===== src/dioc_pkg.sv =====
// dedicated i/o control ports: shared constants and carrier types
// assumes one 50 MHz clock standing in for the double-rate processor clock
package dioc_pkg;
  // port addresses on the 8-bit i/o decode
  localparam logic [7:0] DIOC_PS2_SYSCTL = 8'h92;
  localparam logic [7:0] DIOC_CFG_INDEX = 8'hec;
  localparam logic [7:0] DIOC_CFG_DATA = 8'hed;
  localparam logic [7:0] DIOC_QUICK_A20 = 8'hee;
  localparam logic [7:0] DIOC_QUICK_RESTART = 8'hef;
  localparam logic [7:0] DIOC_BUSY_RELEASE = 8'hf0;
  localparam logic [7:0] DIOC_COPROC_RESET = 8'hf1;
  localparam logic [7:0] DIOC_REDUCED_SPEED = 8'hf4;
  localparam logic [7:0] DIOC_FULL_SPEED = 8'hf5;
  localparam logic [7:0] DIOC_CFG_LOCK = 8'hf9;
  localparam logic [7:0] DIOC_CFG_UNLOCK = 8'hfb;
  localparam logic [7:0] DIOC_LOCK_LO = 8'he8;
  localparam logic [7:0] DIOC_LOCK_HI = 8'hef;
  // indexed misc setup register and its fields
  localparam logic [7:0] DIOC_MISC_INDEX = 8'h14;
  localparam int DIOC_SPD_BIT = 7;
  localparam int DIOC_F1D_BIT = 6;
  localparam logic [7:0] DIOC_MISC_RESET = 8'h19;
  localparam logic [7:0] DIOC_MISC_FIXED1 = 8'h18;
  localparam int DIOC_SYS_A20_BIT = 1;
  localparam int DIOC_SYS_RST_BIT = 0;
  localparam logic [7:0] DIOC_ALL_ONES = 8'hff;
  localparam logic [7:0] DIOC_UNDEF_READ = 8'hff;
  // timing in cycles of the double-rate clock
  localparam int DIOC_CLK_MHZ = 50;
  localparam int DIOC_HOT_DELAY_NS = 6720;
  localparam int DIOC_HOT_DELAY_CYC = (DIOC_HOT_DELAY_NS * DIOC_CLK_MHZ + 999) / 1000;
  localparam int DIOC_CPU_RST_CYC = 16;
  localparam int DIOC_NPX_RST_CYC = 40;
  localparam int DIOC_NPX_HOLD_CYC = 50;
  // one i/o cycle from the host, valid for one clock
  typedef struct packed {
    logic rd;
    logic wr;
    logic [7:0] addr;
    logic [7:0] wdata;
  } dioc_io_req_t;
endpackage


===== src/dioc_pulse.sv =====
// one-shot pulse stretcher: fixed-width pulse after an optional delay
// assumes start is a one-cycle pulse in the CLK domain
`timescale 1ns/1ps
`default_nettype none
module dioc_pulse #(
  parameter int DELAY = 1,
  parameter int WIDTH = 16
) (
  input wire logic CLK,
  input wire logic RST_N,
  input wire logic START,
  output logic BUSY,
  output logic PULSE,
  output logic DONE
);
  localparam int CW = $clog2(DELAY + WIDTH + 1);
  logic [CW-1:0] cnt;
  // counts down delay then width; a start while running restarts it
  always_ff @(posedge CLK) begin
    if (!RST_N) begin
      cnt <= '0;
    end else if (START) begin
      cnt <= CW'(DELAY + WIDTH);
    end else if (cnt != '0) begin
      cnt <= cnt - CW'(1);
    end
  end
  // registered pulse so the pin is glitch free
  always_ff @(posedge CLK) begin
    if (!RST_N) begin
      PULSE <= 1'b0;
      DONE <= 1'b0;
    end else begin
      PULSE <= !START && cnt != '0 && cnt <= CW'(WIDTH);
      DONE <= !START && cnt == CW'(1);
    end
  end
  assign BUSY = (cnt != '0) || PULSE;
endmodule // dioc_pulse
`default_nettype wire


===== src/dioc_ports.sv =====
// dedicated i/o control ports of the system controller
// assumes host i/o cycles arrive as one-clock strobes synchronous to CLK
// Functional notes
// a byte written to the index port selects the indexed register for data port
// index holds until rewritten; reading it returns the last written value
// reading quick a20 port enables the gate, returns ff; any write disables it
// a20 output is internal gate or keyboard controller a20 enable
// internal a20 gate is disabled after reset
// bit 1 of the system port also controls the a20 gate
// system port bit 1 and quick a20 share one gate state
// quick a20 port responds only while special ports are enabled
// reading the quick restart port resets the processor and returns ff
// quick restart request is ored with keyboard controller reset request
// system port bit 0 set resets cpu after 6.72 us, pulse of 16 cycles
// system port reset bit stays set until rewritten or external reset
// with special ports disabled, quick restart is inactive, other resets remain
// any write to busy release port clears the coprocessor busy flop
// write to coprocessor reset port gives 40-cycle positive reset pulse
// cpu ready held inactive 50 more cycles after coprocessor reset falls
// coprocessor reset port works only while its disable bit is zero
// full speed port selects normal speed, reduced port the divider; reset fast
// speed ports respond only with special ports enabled; reads undefined
// unlock port enables configuration writes, lock port disables them
// while locked, writes to e8h through efh are ignored
// special ports disabled also disables the lock and unlock feature
// misc setup index 14h bit 7 is special ports disable, one disables
// dummy-access ports ignore the data and act on the access itself
`timescale 1ns/1ps
`default_nettype none
module dioc_ports #(
  parameter int NREGS = 256
) (
  input wire logic CLK,
  input wire logic RST_N,
  input wire dioc_pkg::dioc_io_req_t IO_REQ,
  output logic [7:0] IO_RDATA,
  output logic IO_HIT,
  input wire logic KBC_A20_ENABLE,
  input wire logic KBC_RESET_REQUEST_N,
  input wire logic COPROC_ERROR_N,
  input wire logic CPU_READY_IN_N,
  output logic ADDRESS_BIT_TWENTY_GATE,
  output logic CPU_RESET_OUT,
  output logic COPROC_RESET_OUT,
  output logic CPU_COPROC_BUSY_N,
  output logic CPU_OPERAND_REQUEST,
  output logic CPU_READY_OUT_N,
  output logic REDUCED_SPEED,
  output logic CONFIG_UNLOCKED,
  output logic [7:0] MISC_SETUP
);
  import dioc_pkg::*;

  logic [7:0] cfg_index;
  logic [7:0] misc_setup_register;
  logic [7:0] cfg_regs [NREGS];
  logic a20_gate;
  logic sys_reset_bit;
  logic config_unlocked;
  logic coproc_busy;
  logic reduced_speed;
  logic special_ports_disable;
  logic coproc_reset_port_disable;
  logic wr_allowed;
  logic hit_quick_a20;
  logic hit_restart;
  logic hit_speed;
  logic hit_lock;
  logic quick_restart_start;
  logic hot_restart_start;
  logic npx_reset_start;
  logic cpu_rst_quick;
  logic cpu_rst_hot;
  logic npx_busy;
  logic npx_done;
  logic [6:0] ready_hold;
  logic [7:0] next_rdata;

  assign special_ports_disable = misc_setup_register[DIOC_SPD_BIT];
  assign coproc_reset_port_disable = misc_setup_register[DIOC_F1D_BIT];
  // lock feature collapses when special ports are off
  assign wr_allowed = config_unlocked || special_ports_disable; // see R21
  assign hit_quick_a20 = IO_REQ.addr == DIOC_QUICK_A20 && !special_ports_disable;
  assign hit_restart = IO_REQ.addr == DIOC_QUICK_RESTART && !special_ports_disable;
  assign hit_speed = (IO_REQ.addr == DIOC_REDUCED_SPEED || IO_REQ.addr == DIOC_FULL_SPEED)
    && !special_ports_disable;
  assign hit_lock = (IO_REQ.addr == DIOC_CFG_LOCK || IO_REQ.addr == DIOC_CFG_UNLOCK)
    && !special_ports_disable;

  // index pointer, held until rewritten
  always_ff @(posedge CLK) begin
    if (!RST_N) begin
      cfg_index <= 8'h00;
    end else if (IO_REQ.wr && wr_allowed && IO_REQ.addr == DIOC_CFG_INDEX) begin
      cfg_index <= IO_REQ.wdata; // see R1
    end
  end

  // indexed registers; misc setup has its own reset value and fixed bits
  always_ff @(posedge CLK) begin
    if (!RST_N) begin
      misc_setup_register <= DIOC_MISC_RESET;
    end else if (IO_REQ.wr && wr_allowed && IO_REQ.addr == DIOC_CFG_DATA
        && cfg_index == DIOC_MISC_INDEX) begin
      misc_setup_register <= IO_REQ.wdata | DIOC_MISC_FIXED1; // see R1
    end
  end

  // other indexed registers are plain storage, no reset needed
  always_ff @(posedge CLK) begin
    if (IO_REQ.wr && wr_allowed && IO_REQ.addr == DIOC_CFG_DATA) begin
      cfg_regs[cfg_index] <= IO_REQ.wdata;
    end
  end

  // one shared a20 gate for both the quick port and system port bit 1
  always_ff @(posedge CLK) begin
    if (!RST_N) begin
      a20_gate <= 1'b0;
    end else if (IO_REQ.rd && hit_quick_a20) begin
      a20_gate <= 1'b1; // see R3
    end else if (IO_REQ.wr && wr_allowed && hit_quick_a20) begin
      a20_gate <= 1'b0; // see R3
    end else if (IO_REQ.wr && IO_REQ.addr == DIOC_PS2_SYSCTL) begin
      a20_gate <= IO_REQ.wdata[DIOC_SYS_A20_BIT]; // see R6
    end
  end

  // system port reset bit latches; any write with bit 0 set starts the delayed reset
  always_ff @(posedge CLK) begin
    if (!RST_N) begin
      sys_reset_bit <= 1'b0;
    end else if (IO_REQ.wr && IO_REQ.addr == DIOC_PS2_SYSCTL) begin
      sys_reset_bit <= IO_REQ.wdata[DIOC_SYS_RST_BIT];
    end
  end
  // system port stays live even with special ports off
  assign hot_restart_start = IO_REQ.wr && IO_REQ.addr == DIOC_PS2_SYSCTL
    && IO_REQ.wdata[DIOC_SYS_RST_BIT]; // see R11
  assign quick_restart_start = IO_REQ.rd && hit_restart; // see R9

  // configuration lock; unlocked out of reset so firmware can set up
  always_ff @(posedge CLK) begin
    if (!RST_N) begin
      config_unlocked <= 1'b1;
    end else if (IO_REQ.wr && hit_lock) begin
      config_unlocked <= IO_REQ.addr == DIOC_CFG_UNLOCK; // see R20
    end
  end

  // speed selection, full speed after reset
  always_ff @(posedge CLK) begin
    if (!RST_N) begin
      reduced_speed <= 1'b0;
    end else if (IO_REQ.wr && hit_speed) begin
      reduced_speed <= IO_REQ.addr == DIOC_REDUCED_SPEED; // see R18
    end
  end

  // coprocessor busy flop: error sets, release write clears; set wins
  always_ff @(posedge CLK) begin
    if (!RST_N) begin
      coproc_busy <= 1'b0;
    end else if (!COPROC_ERROR_N) begin
      coproc_busy <= 1'b1;
    end else if (IO_REQ.wr && IO_REQ.addr == DIOC_BUSY_RELEASE) begin
      coproc_busy <= 1'b0; // see R14
    end
  end

  assign npx_reset_start = IO_REQ.wr && IO_REQ.addr == DIOC_COPROC_RESET
    && !coproc_reset_port_disable; // see R15

  // quick restart: pulse starts at once
  dioc_pulse #(.DELAY(0), .WIDTH(DIOC_CPU_RST_CYC)) u_quick (
    .CLK(CLK), .RST_N(RST_N), .START(quick_restart_start),
    .BUSY(), .PULSE(cpu_rst_quick), .DONE());
  // system port restart: delay lets the write cycle finish first
  dioc_pulse #(.DELAY(DIOC_HOT_DELAY_CYC), .WIDTH(DIOC_CPU_RST_CYC)) u_hot (
    .CLK(CLK), .RST_N(RST_N), .START(hot_restart_start),
    .BUSY(), .PULSE(cpu_rst_hot), .DONE());
  // coprocessor reset pulse
  dioc_pulse #(.DELAY(0), .WIDTH(DIOC_NPX_RST_CYC)) u_npx (
    .CLK(CLK), .RST_N(RST_N), .START(npx_reset_start),
    .BUSY(npx_busy), .PULSE(COPROC_RESET_OUT), .DONE(npx_done));

  // ready hold counter after coprocessor reset falls
  always_ff @(posedge CLK) begin
    if (!RST_N) begin
      ready_hold <= 7'h00;
    end else if (npx_reset_start) begin
      ready_hold <= 7'h00;
    end else if (npx_done) begin
      ready_hold <= 7'(DIOC_NPX_HOLD_CYC);
    end else if (ready_hold != 7'h00) begin
      ready_hold <= ready_hold - 7'h01;
    end
  end

  // outputs
  assign ADDRESS_BIT_TWENTY_GATE = a20_gate || KBC_A20_ENABLE;
  assign CPU_RESET_OUT = cpu_rst_quick || cpu_rst_hot || !KBC_RESET_REQUEST_N;
  assign CPU_COPROC_BUSY_N = !coproc_busy;
  assign CPU_OPERAND_REQUEST = coproc_busy;
  assign CPU_READY_OUT_N = CPU_READY_IN_N || npx_busy || ready_hold != 7'h00;
  assign REDUCED_SPEED = reduced_speed;
  assign CONFIG_UNLOCKED = config_unlocked;
  assign MISC_SETUP = misc_setup_register;

  // read mux
  always_comb begin
    next_rdata = DIOC_UNDEF_READ;
    IO_HIT = 1'b1;
    if (IO_REQ.addr == DIOC_CFG_INDEX) begin
      next_rdata = cfg_index;
    end else if (IO_REQ.addr == DIOC_CFG_DATA) begin
      next_rdata = cfg_index == DIOC_MISC_INDEX ? misc_setup_register : cfg_regs[cfg_index];
    end else if (IO_REQ.addr == DIOC_PS2_SYSCTL) begin
      next_rdata = {6'h3f, a20_gate, sys_reset_bit};
    end else if (hit_quick_a20 || hit_restart) begin
      next_rdata = DIOC_ALL_ONES; // see R3
    end else if (hit_speed || hit_lock) begin
      next_rdata = DIOC_UNDEF_READ; // see R19
    end else begin
      IO_HIT = 1'b0;
    end
  end

  // read data registered, valid the cycle after the strobe
  always_ff @(posedge CLK) begin
    if (!RST_N) begin
      IO_RDATA <= 8'h00;
    end else if (IO_REQ.rd) begin
      IO_RDATA <= next_rdata;
    end
  end
endmodule // dioc_ports
`default_nettype wire


===== config.mk =====
export PLATFORM = sky130hd
export DESIGN_NAME = dioc_ports
export DESIGN_NICKNAME = d
export VERILOG_FILES = /design/src/dioc_pkg.sv /design/src/dioc_pulse.sv /design/src/dioc_ports.sv
export SDC_FILE = /design/constraint.sdc
export NUM_CORES = 2
export LEC_CHECK = 0
export BUFFER_PORTS_ARGS = -buffer_cell sky130_fd_sc_hd__buf_2
export CAP_MARGIN = 20
export CORE_ASPECT_RATIO = 1.75
export CORE_UTILIZATION = 50
export CTS_CLUSTER_SIZE = 14
export DETAILED_ROUTE_END_ITERATION = 10
export PLACE_DENSITY_LB_ADDON = 0.2
export SLEW_MARGIN = 20
export SYNTH_ARGS = -nofsm -noshare
export SYNTH_HDL_FRONTEND = slang
export SYNTH_SLANG_ARGS = --single-unit
export TNS_END_PERCENT = 50

===== constraint.sdc =====
create_clock -name CLK -period 7 [get_ports CLK]
set_input_delay 1.4 -clock CLK [delete_from_list [all_inputs] [get_ports CLK]]
set_output_delay 1.4 -clock CLK [all_outputs]
set_load 0.01 [all_outputs]

======== Word level (Yosys, flattened, before mapping) ========
Memories as Yosys holds them, arrays and structs flattened. A register that Yosys moved wholly into a read port is not among the register bits.
Index checks and enable logic that the tools add are counted.
storage, ports and cells
  bits in registers ....................... 58
  RAM bits ................................ 2048
  bits of input ports ..................... 24
  word-level logic and storage cells ...... 125
  memories kept ........................... 1
memories
  name      depth  width  rd ports  clocked after Yosys merged registers in  write ports  RTL line          text
  cfg_regs  256    8      1         1                                        1            dioc_ports.sv:56  logic [7:0] cfg_regs [NREGS];
operators by class
  add/subtract/negate cells ............... 4
  order comparisons ....................... 3
  eq/ne operators ......................... 14
  multiplexer cells ....................... 26
  bitwise gates (word level) .............. 1
  reduce and logical (&&, ||, !) cells .... 56
operators with widths
  kind                                                  count
  equality test 8 bit (second input constant)           11
  2-to-1 mux 8 bit                                      5
  logical AND 1 bit                                     25
  2-to-1 mux 6 bit                                      4
  2-to-1 mux 9 bit                                      2
  2-to-1 mux 1 bit                                      12
  logical OR 1 bit                                      11
  2-to-1 mux 5 bit                                      2
  <= comparator 9 x 5 -> 1 bit (second input constant)  1
  nonzero test 9 bit                                    1
  subtractor 9 x 1 -> 9 bit (second input constant)     1
  equality test 8 x 5 -> 1 bit (second input constant)  1
  nonzero test 2 bit                                    4
  logical NOT 1 bit                                     7
  nonzero test 7 bit                                    1
  subtractor 7 x 1 -> 7 bit (second input constant)     1
  equality test 6 x 1 -> 1 bit (second input constant)  1
  <= comparator 6 bit (second input constant)           1
  nonzero test 6 bit                                    1
  OR reduction 2 bit                                    3
  subtractor 6 x 1 -> 6 bit (second input constant)     1
  <= comparator 5 bit (second input constant)           1
  nonzero test 5 bit                                    1
  subtractor 5 x 1 -> 5 bit (second input constant)     1
  other kinds (5)                                       5

======== Logic depth before layout (Yosys ltp) ========
  depth after elaboration ................. 9
  depth in mapped cells ................... 13
  depth with buffers taken out ............ 8

======== Modules after synthesis ========
Synthesis repeated with hierarchy kept, for this count alone.
second synthesis, totals
  cells, all modules ...................... 4016
  area, all modules ....................... 82824.4 µm²
modules (own cells, without submodules)
  module                 instances  cells each  area each (µm²)
  dioc_ports             1          3885        81559.5
  dioc_pulse at u_hot    1          55          518.0
  dioc_pulse at u_npx    1          42          409.1
  dioc_pulse at u_quick  1          34          337.8

======== Least setup slack after synthesis ========
OpenSTA, ideal clock, no wires.
  path kind ............................... input -> register
  start point ............................. input IO_REQ[8] (netlist name)
  end point ............................... memory cfg_regs[146][0] (enable)
  setup time .............................. 0.370 ns
  arrival time ............................ 3.588 ns
  path slack .............................. 3.042 ns
  stages on the path ...................... 8
  buffers on the path ..................... 3
  cell sequence ........................... buf_2 nor2b_1 or3b_2 clkbuf_1 nor4_1 nand3_1 clkbuf_1 nor2_1
on the way
  longest elaborated chain between the ends .. 4
RTL lines
  element                                 RTL line           text
  from (decl)                             dioc_ports.sv:35   input wire dioc_pkg::dioc_io_req_t IO_REQ,
  equality test 8 bit                     dioc_ports.sv:111  if (IO_REQ.wr && wr_allowed && IO_REQ.addr == DIOC_CFG_DATA) begin
  logical AND 1 bit                       dioc_ports.sv:111
  2-to-1 mux 1 bit                        dioc_ports.sv:111
  2-to-1 mux 1 bit (implied by the code)  dioc_ports.sv:112  cfg_regs[cfg_index] <= IO_REQ.wdata;
  to (decl)                               dioc_ports.sv:56
Every way passes these cells.

======== Worst setup path in the final report ========
  start point ............................. input IO_REQ[12] (netlist name)
  end point ............................... memory cfg_regs[180][4] (enable)
The elaborated chain is that of the path after synthesis.

==> impl_metrics.ini <==
[layout]
finalNetCount = 4155
area_delta_synth_final_pct = 10.2
drive_above_1_share = 0.222
fill_cells = 12200
multi_input_area_sq_mm = 0.0183
register_area_sq_mm = 0.0628

[timing]
min_period_ps = 4660
finalWorstSetupSlack_ps = 2340
clock_skew_ps = 40.9
fmax_mhz = 214
fin_crit_sh = 0.666
tightest_slew_ps = 1200
maxSlewHeadroom = 0.195
setup_tns_ps = 0
drv_slew = 0
rsz0062_at_grt = no
setup_viol = 0
final_hold_viol_count = 0

[floorplan]
die_h_um = 539
core_sq_mm = 0.163
io_pins = 49
row_count = 196
die_area_sq_mm = 0.167
start_util = 0.505
die_x_um = 309

[clock_network]
clock_sinks = 2114
htree_levels = 4
cts_setup_buffers = 0
clockBufferDepth = 4
clk_latency_ps = 820
clkTransAtPathRegs_ps = 60
cts_buffers = 188
cts_tree = built
cts_resized = 0
root_buffer = clkbuf_16
ctsHoldBuffers = 0

[critical_path]
end_kind = flop
r2r-end = IO_RDATA[7]
startpoint = IO_REQ[12]
crit_path_end = cfg_regs[180][4]
startpoint_type = input pin
r2r_setup_slack_ps = 2700
critPathMaxFanout = 16
slowest_stage = nand3_1
worstPathArrival_ps = 5110
path_cells = buf_2 > nand4b_1 > or3b_2 > nor2_1 > nand2_1 > nor2_1 > nand3_1 > nor2_1
worst-setup-path-type = input pin to flop
reg2reg_depth = 8
cpMostUsedCell = nor2_1
max_stage_delay_ps = 860
cp_data_required_time_ps = 7450

[power]
p_leak_nw = 27.1
p_per_area_mw_per_mm2 = 270
ir_drop_uv = 206

[run_status]
status = complete, no violations

[synth]
synth_area_sq_mm = 0.0824
ys_types = 76
synth-seq-area-share = 0.762
syn_inst = 4027
yosysMostFrequentCell = edfxtp_1
ys.flop_type = edfxtp_1
synth.area.top_cells = edfxtp_1 (75%), mux4_2 (14%), dfxtp_1 (1.6%)
synth_warnings = 0
async_reset_ff_frac = 0
syn_avg_cell_area_sq_um = 20.5
ys_ff_latch = 2114
yosysTopAreaCell = edfxtp_1
synth_top_area_share = 0.746
synth_edf_count = 2048
synth_commonest_cells = edfxtp_1 (2048), mux4_2 (512), nor2_1 (348)

[placement]
gp_congestion = 0.885
port_buffers = 46
dp_hpwl_um = 149000
place_ws_ps = 1550

[global_routing]
grt_pass1_wl_um = 324000
grtUsageTotal = 0.281
grt_max_degree = 158
antenna_found_initial = 8
grt_pass1_vias = 42000
grt_overflow = 0

[route]
vias = 41300
drtIter0Drc = 4901
viasPerCell = 6.43
drtPass1Iterations = 5
final_antenna_net_count = 0
route.detailed.drc = 0
wirelength_um = 232000
avgRoutedWirePerCell_um = 36.2

[worst_hold_path]
holdCritPathClass = flop to flop

[flow_run]
cap_violations = 0
==> state kept, by name, summed over array words and instances, names as in the netlist, 5 cells and up, named ones only <==
name,flops
u_quick.cnt,5
IO_RDATA,8
cfg_index,8
ready_hold,7
u_npx.cnt,6
MISC_SETUP,6
cfg_regs,2048
u_hot.cnt,9
==> power breakdown <==
part           switching, mW  internal (mW)  leakage [nW]
Combinational          0.476          0.210          5.45
Clock                   4.41           5.39          2.71
Sequential            0.0649           13.9          18.9
==> critical path, delay by kind of cell <==
kind | cells | cell delay, ps
buffers and inverters | 1 | 120
AND/OR/NAND/NOR | 7 | 3570
==> worst min-delay path by stage <==
stage / start / to / slack (ps) / cells after the start
final: ready_hold[6] / ready_hold[6] / 450 / 1
after global routing: ready_hold[6] / ready_hold[6] / 470 / 1
after CTS: ready_hold[6] / ready_hold[6] / 450 / 1
after detailed placement: ready_hold[6] / ready_hold[6] / 440 / 1
after global placement: ready_hold[6] / ready_hold[6] / 430 / 1
after floorplan: ready_hold[6] / ready_hold[6] / 420 / 1
==> area by class of cell <==
class / count / share of cell area
antenna: 1 / 0.0000276
clock buffer: 269 / 0.0573
clock inverter: 40 / 0.00404
inverter: 18 / 0.000772
multi-input combinational: 1657 / 0.202
sequential: 2114 / 0.692
tap: 2178 / 0.0300
timing repair buffer: 146 / 0.0142
==> metal layers <==
metal / share of wire / track usage / vias up
met2: 0.52 / 0.485 / 2149
li1: - / - / 16700
met4: 0.072 / 0.170 / 2
met3: 0.071 / 0.0384 / 523
met5: 0.000056 / 0 / -
met1: 0.34 / 0.334 / 21900
==> per-stage QoR <==
step	power (mW)	instance area [sq um]	instances	util	hold slack [ps]
6_report	24.5	90800	6423	0.556	445
4_1_cts	24.6	90800	6422	0.556	451
2_1_floorplan	14.6	82400	4028	-	423
5_1_grt	25.1	90800	6423	0.556	470
3_3_place_gp	14.9	85200	6113	0.522	428
3_5_place_dp	15.0	85200	6113	0.522	442
==> cells in the final DEF (no fill, tap or decap), types with 12 or more instances in the layout <==
cell type / synthesis / layout
inv_1: 17 / 15
edfxtp_1: 2048 / 2048
a221oi_1: 16 / 16
buf_4: 40 / 81
a21oi_1: 41 / 41
mux2i_1: 94 / 94
clkbuf_16: 0 / 192
nand4_1: 17 / 17
nor3_1: 22 / 22
clkinv_2: 0 / 12
o21ai_0: 35 / 35
nand3_1: 53 / 53
clkbuf_1: 112 / 66
o211ai_1: 15 / 15
dfxtp_1: 66 / 59
o22ai_1: 25 / 25
nand2b_1: 13 / 13
nor2_1: 348 / 346
mux2_2: 26 / 26
clkbuf_8: 0 / 19
a21boi_0: 19 / 19
nor2b_1: 24 / 21
a22oi_1: 89 / 89
xnor2_1: 14 / 14
clkinv_1: 0 / 19
buf_12: 1 / 19
nand2_1: 142 / 139
mux4_2: 512 / 512
buf_2: 57 / 38
==> logic make-up (layout without fill, tap and decap cells) <==
kind of cell | count (synthesis) | in the layout | share of synthesized area
muxes | 632 | 632 | 0.155
adders and majority gates | 6 | 6 | 0.000911
other | 1 | 3 | 0.0000455
AOI/OAI and AO/OA | 312 | 312 | 0.0267
buffers and inverters | 257 | 473 | 0.0165
DFF | 2114 | 2114 | 0.762
and+or+nand+nor | 688 | 688 | 0.0370
xor gates and xnor gates | 17 | 17 | 0.00181
(Power assumes the default switching activity.)
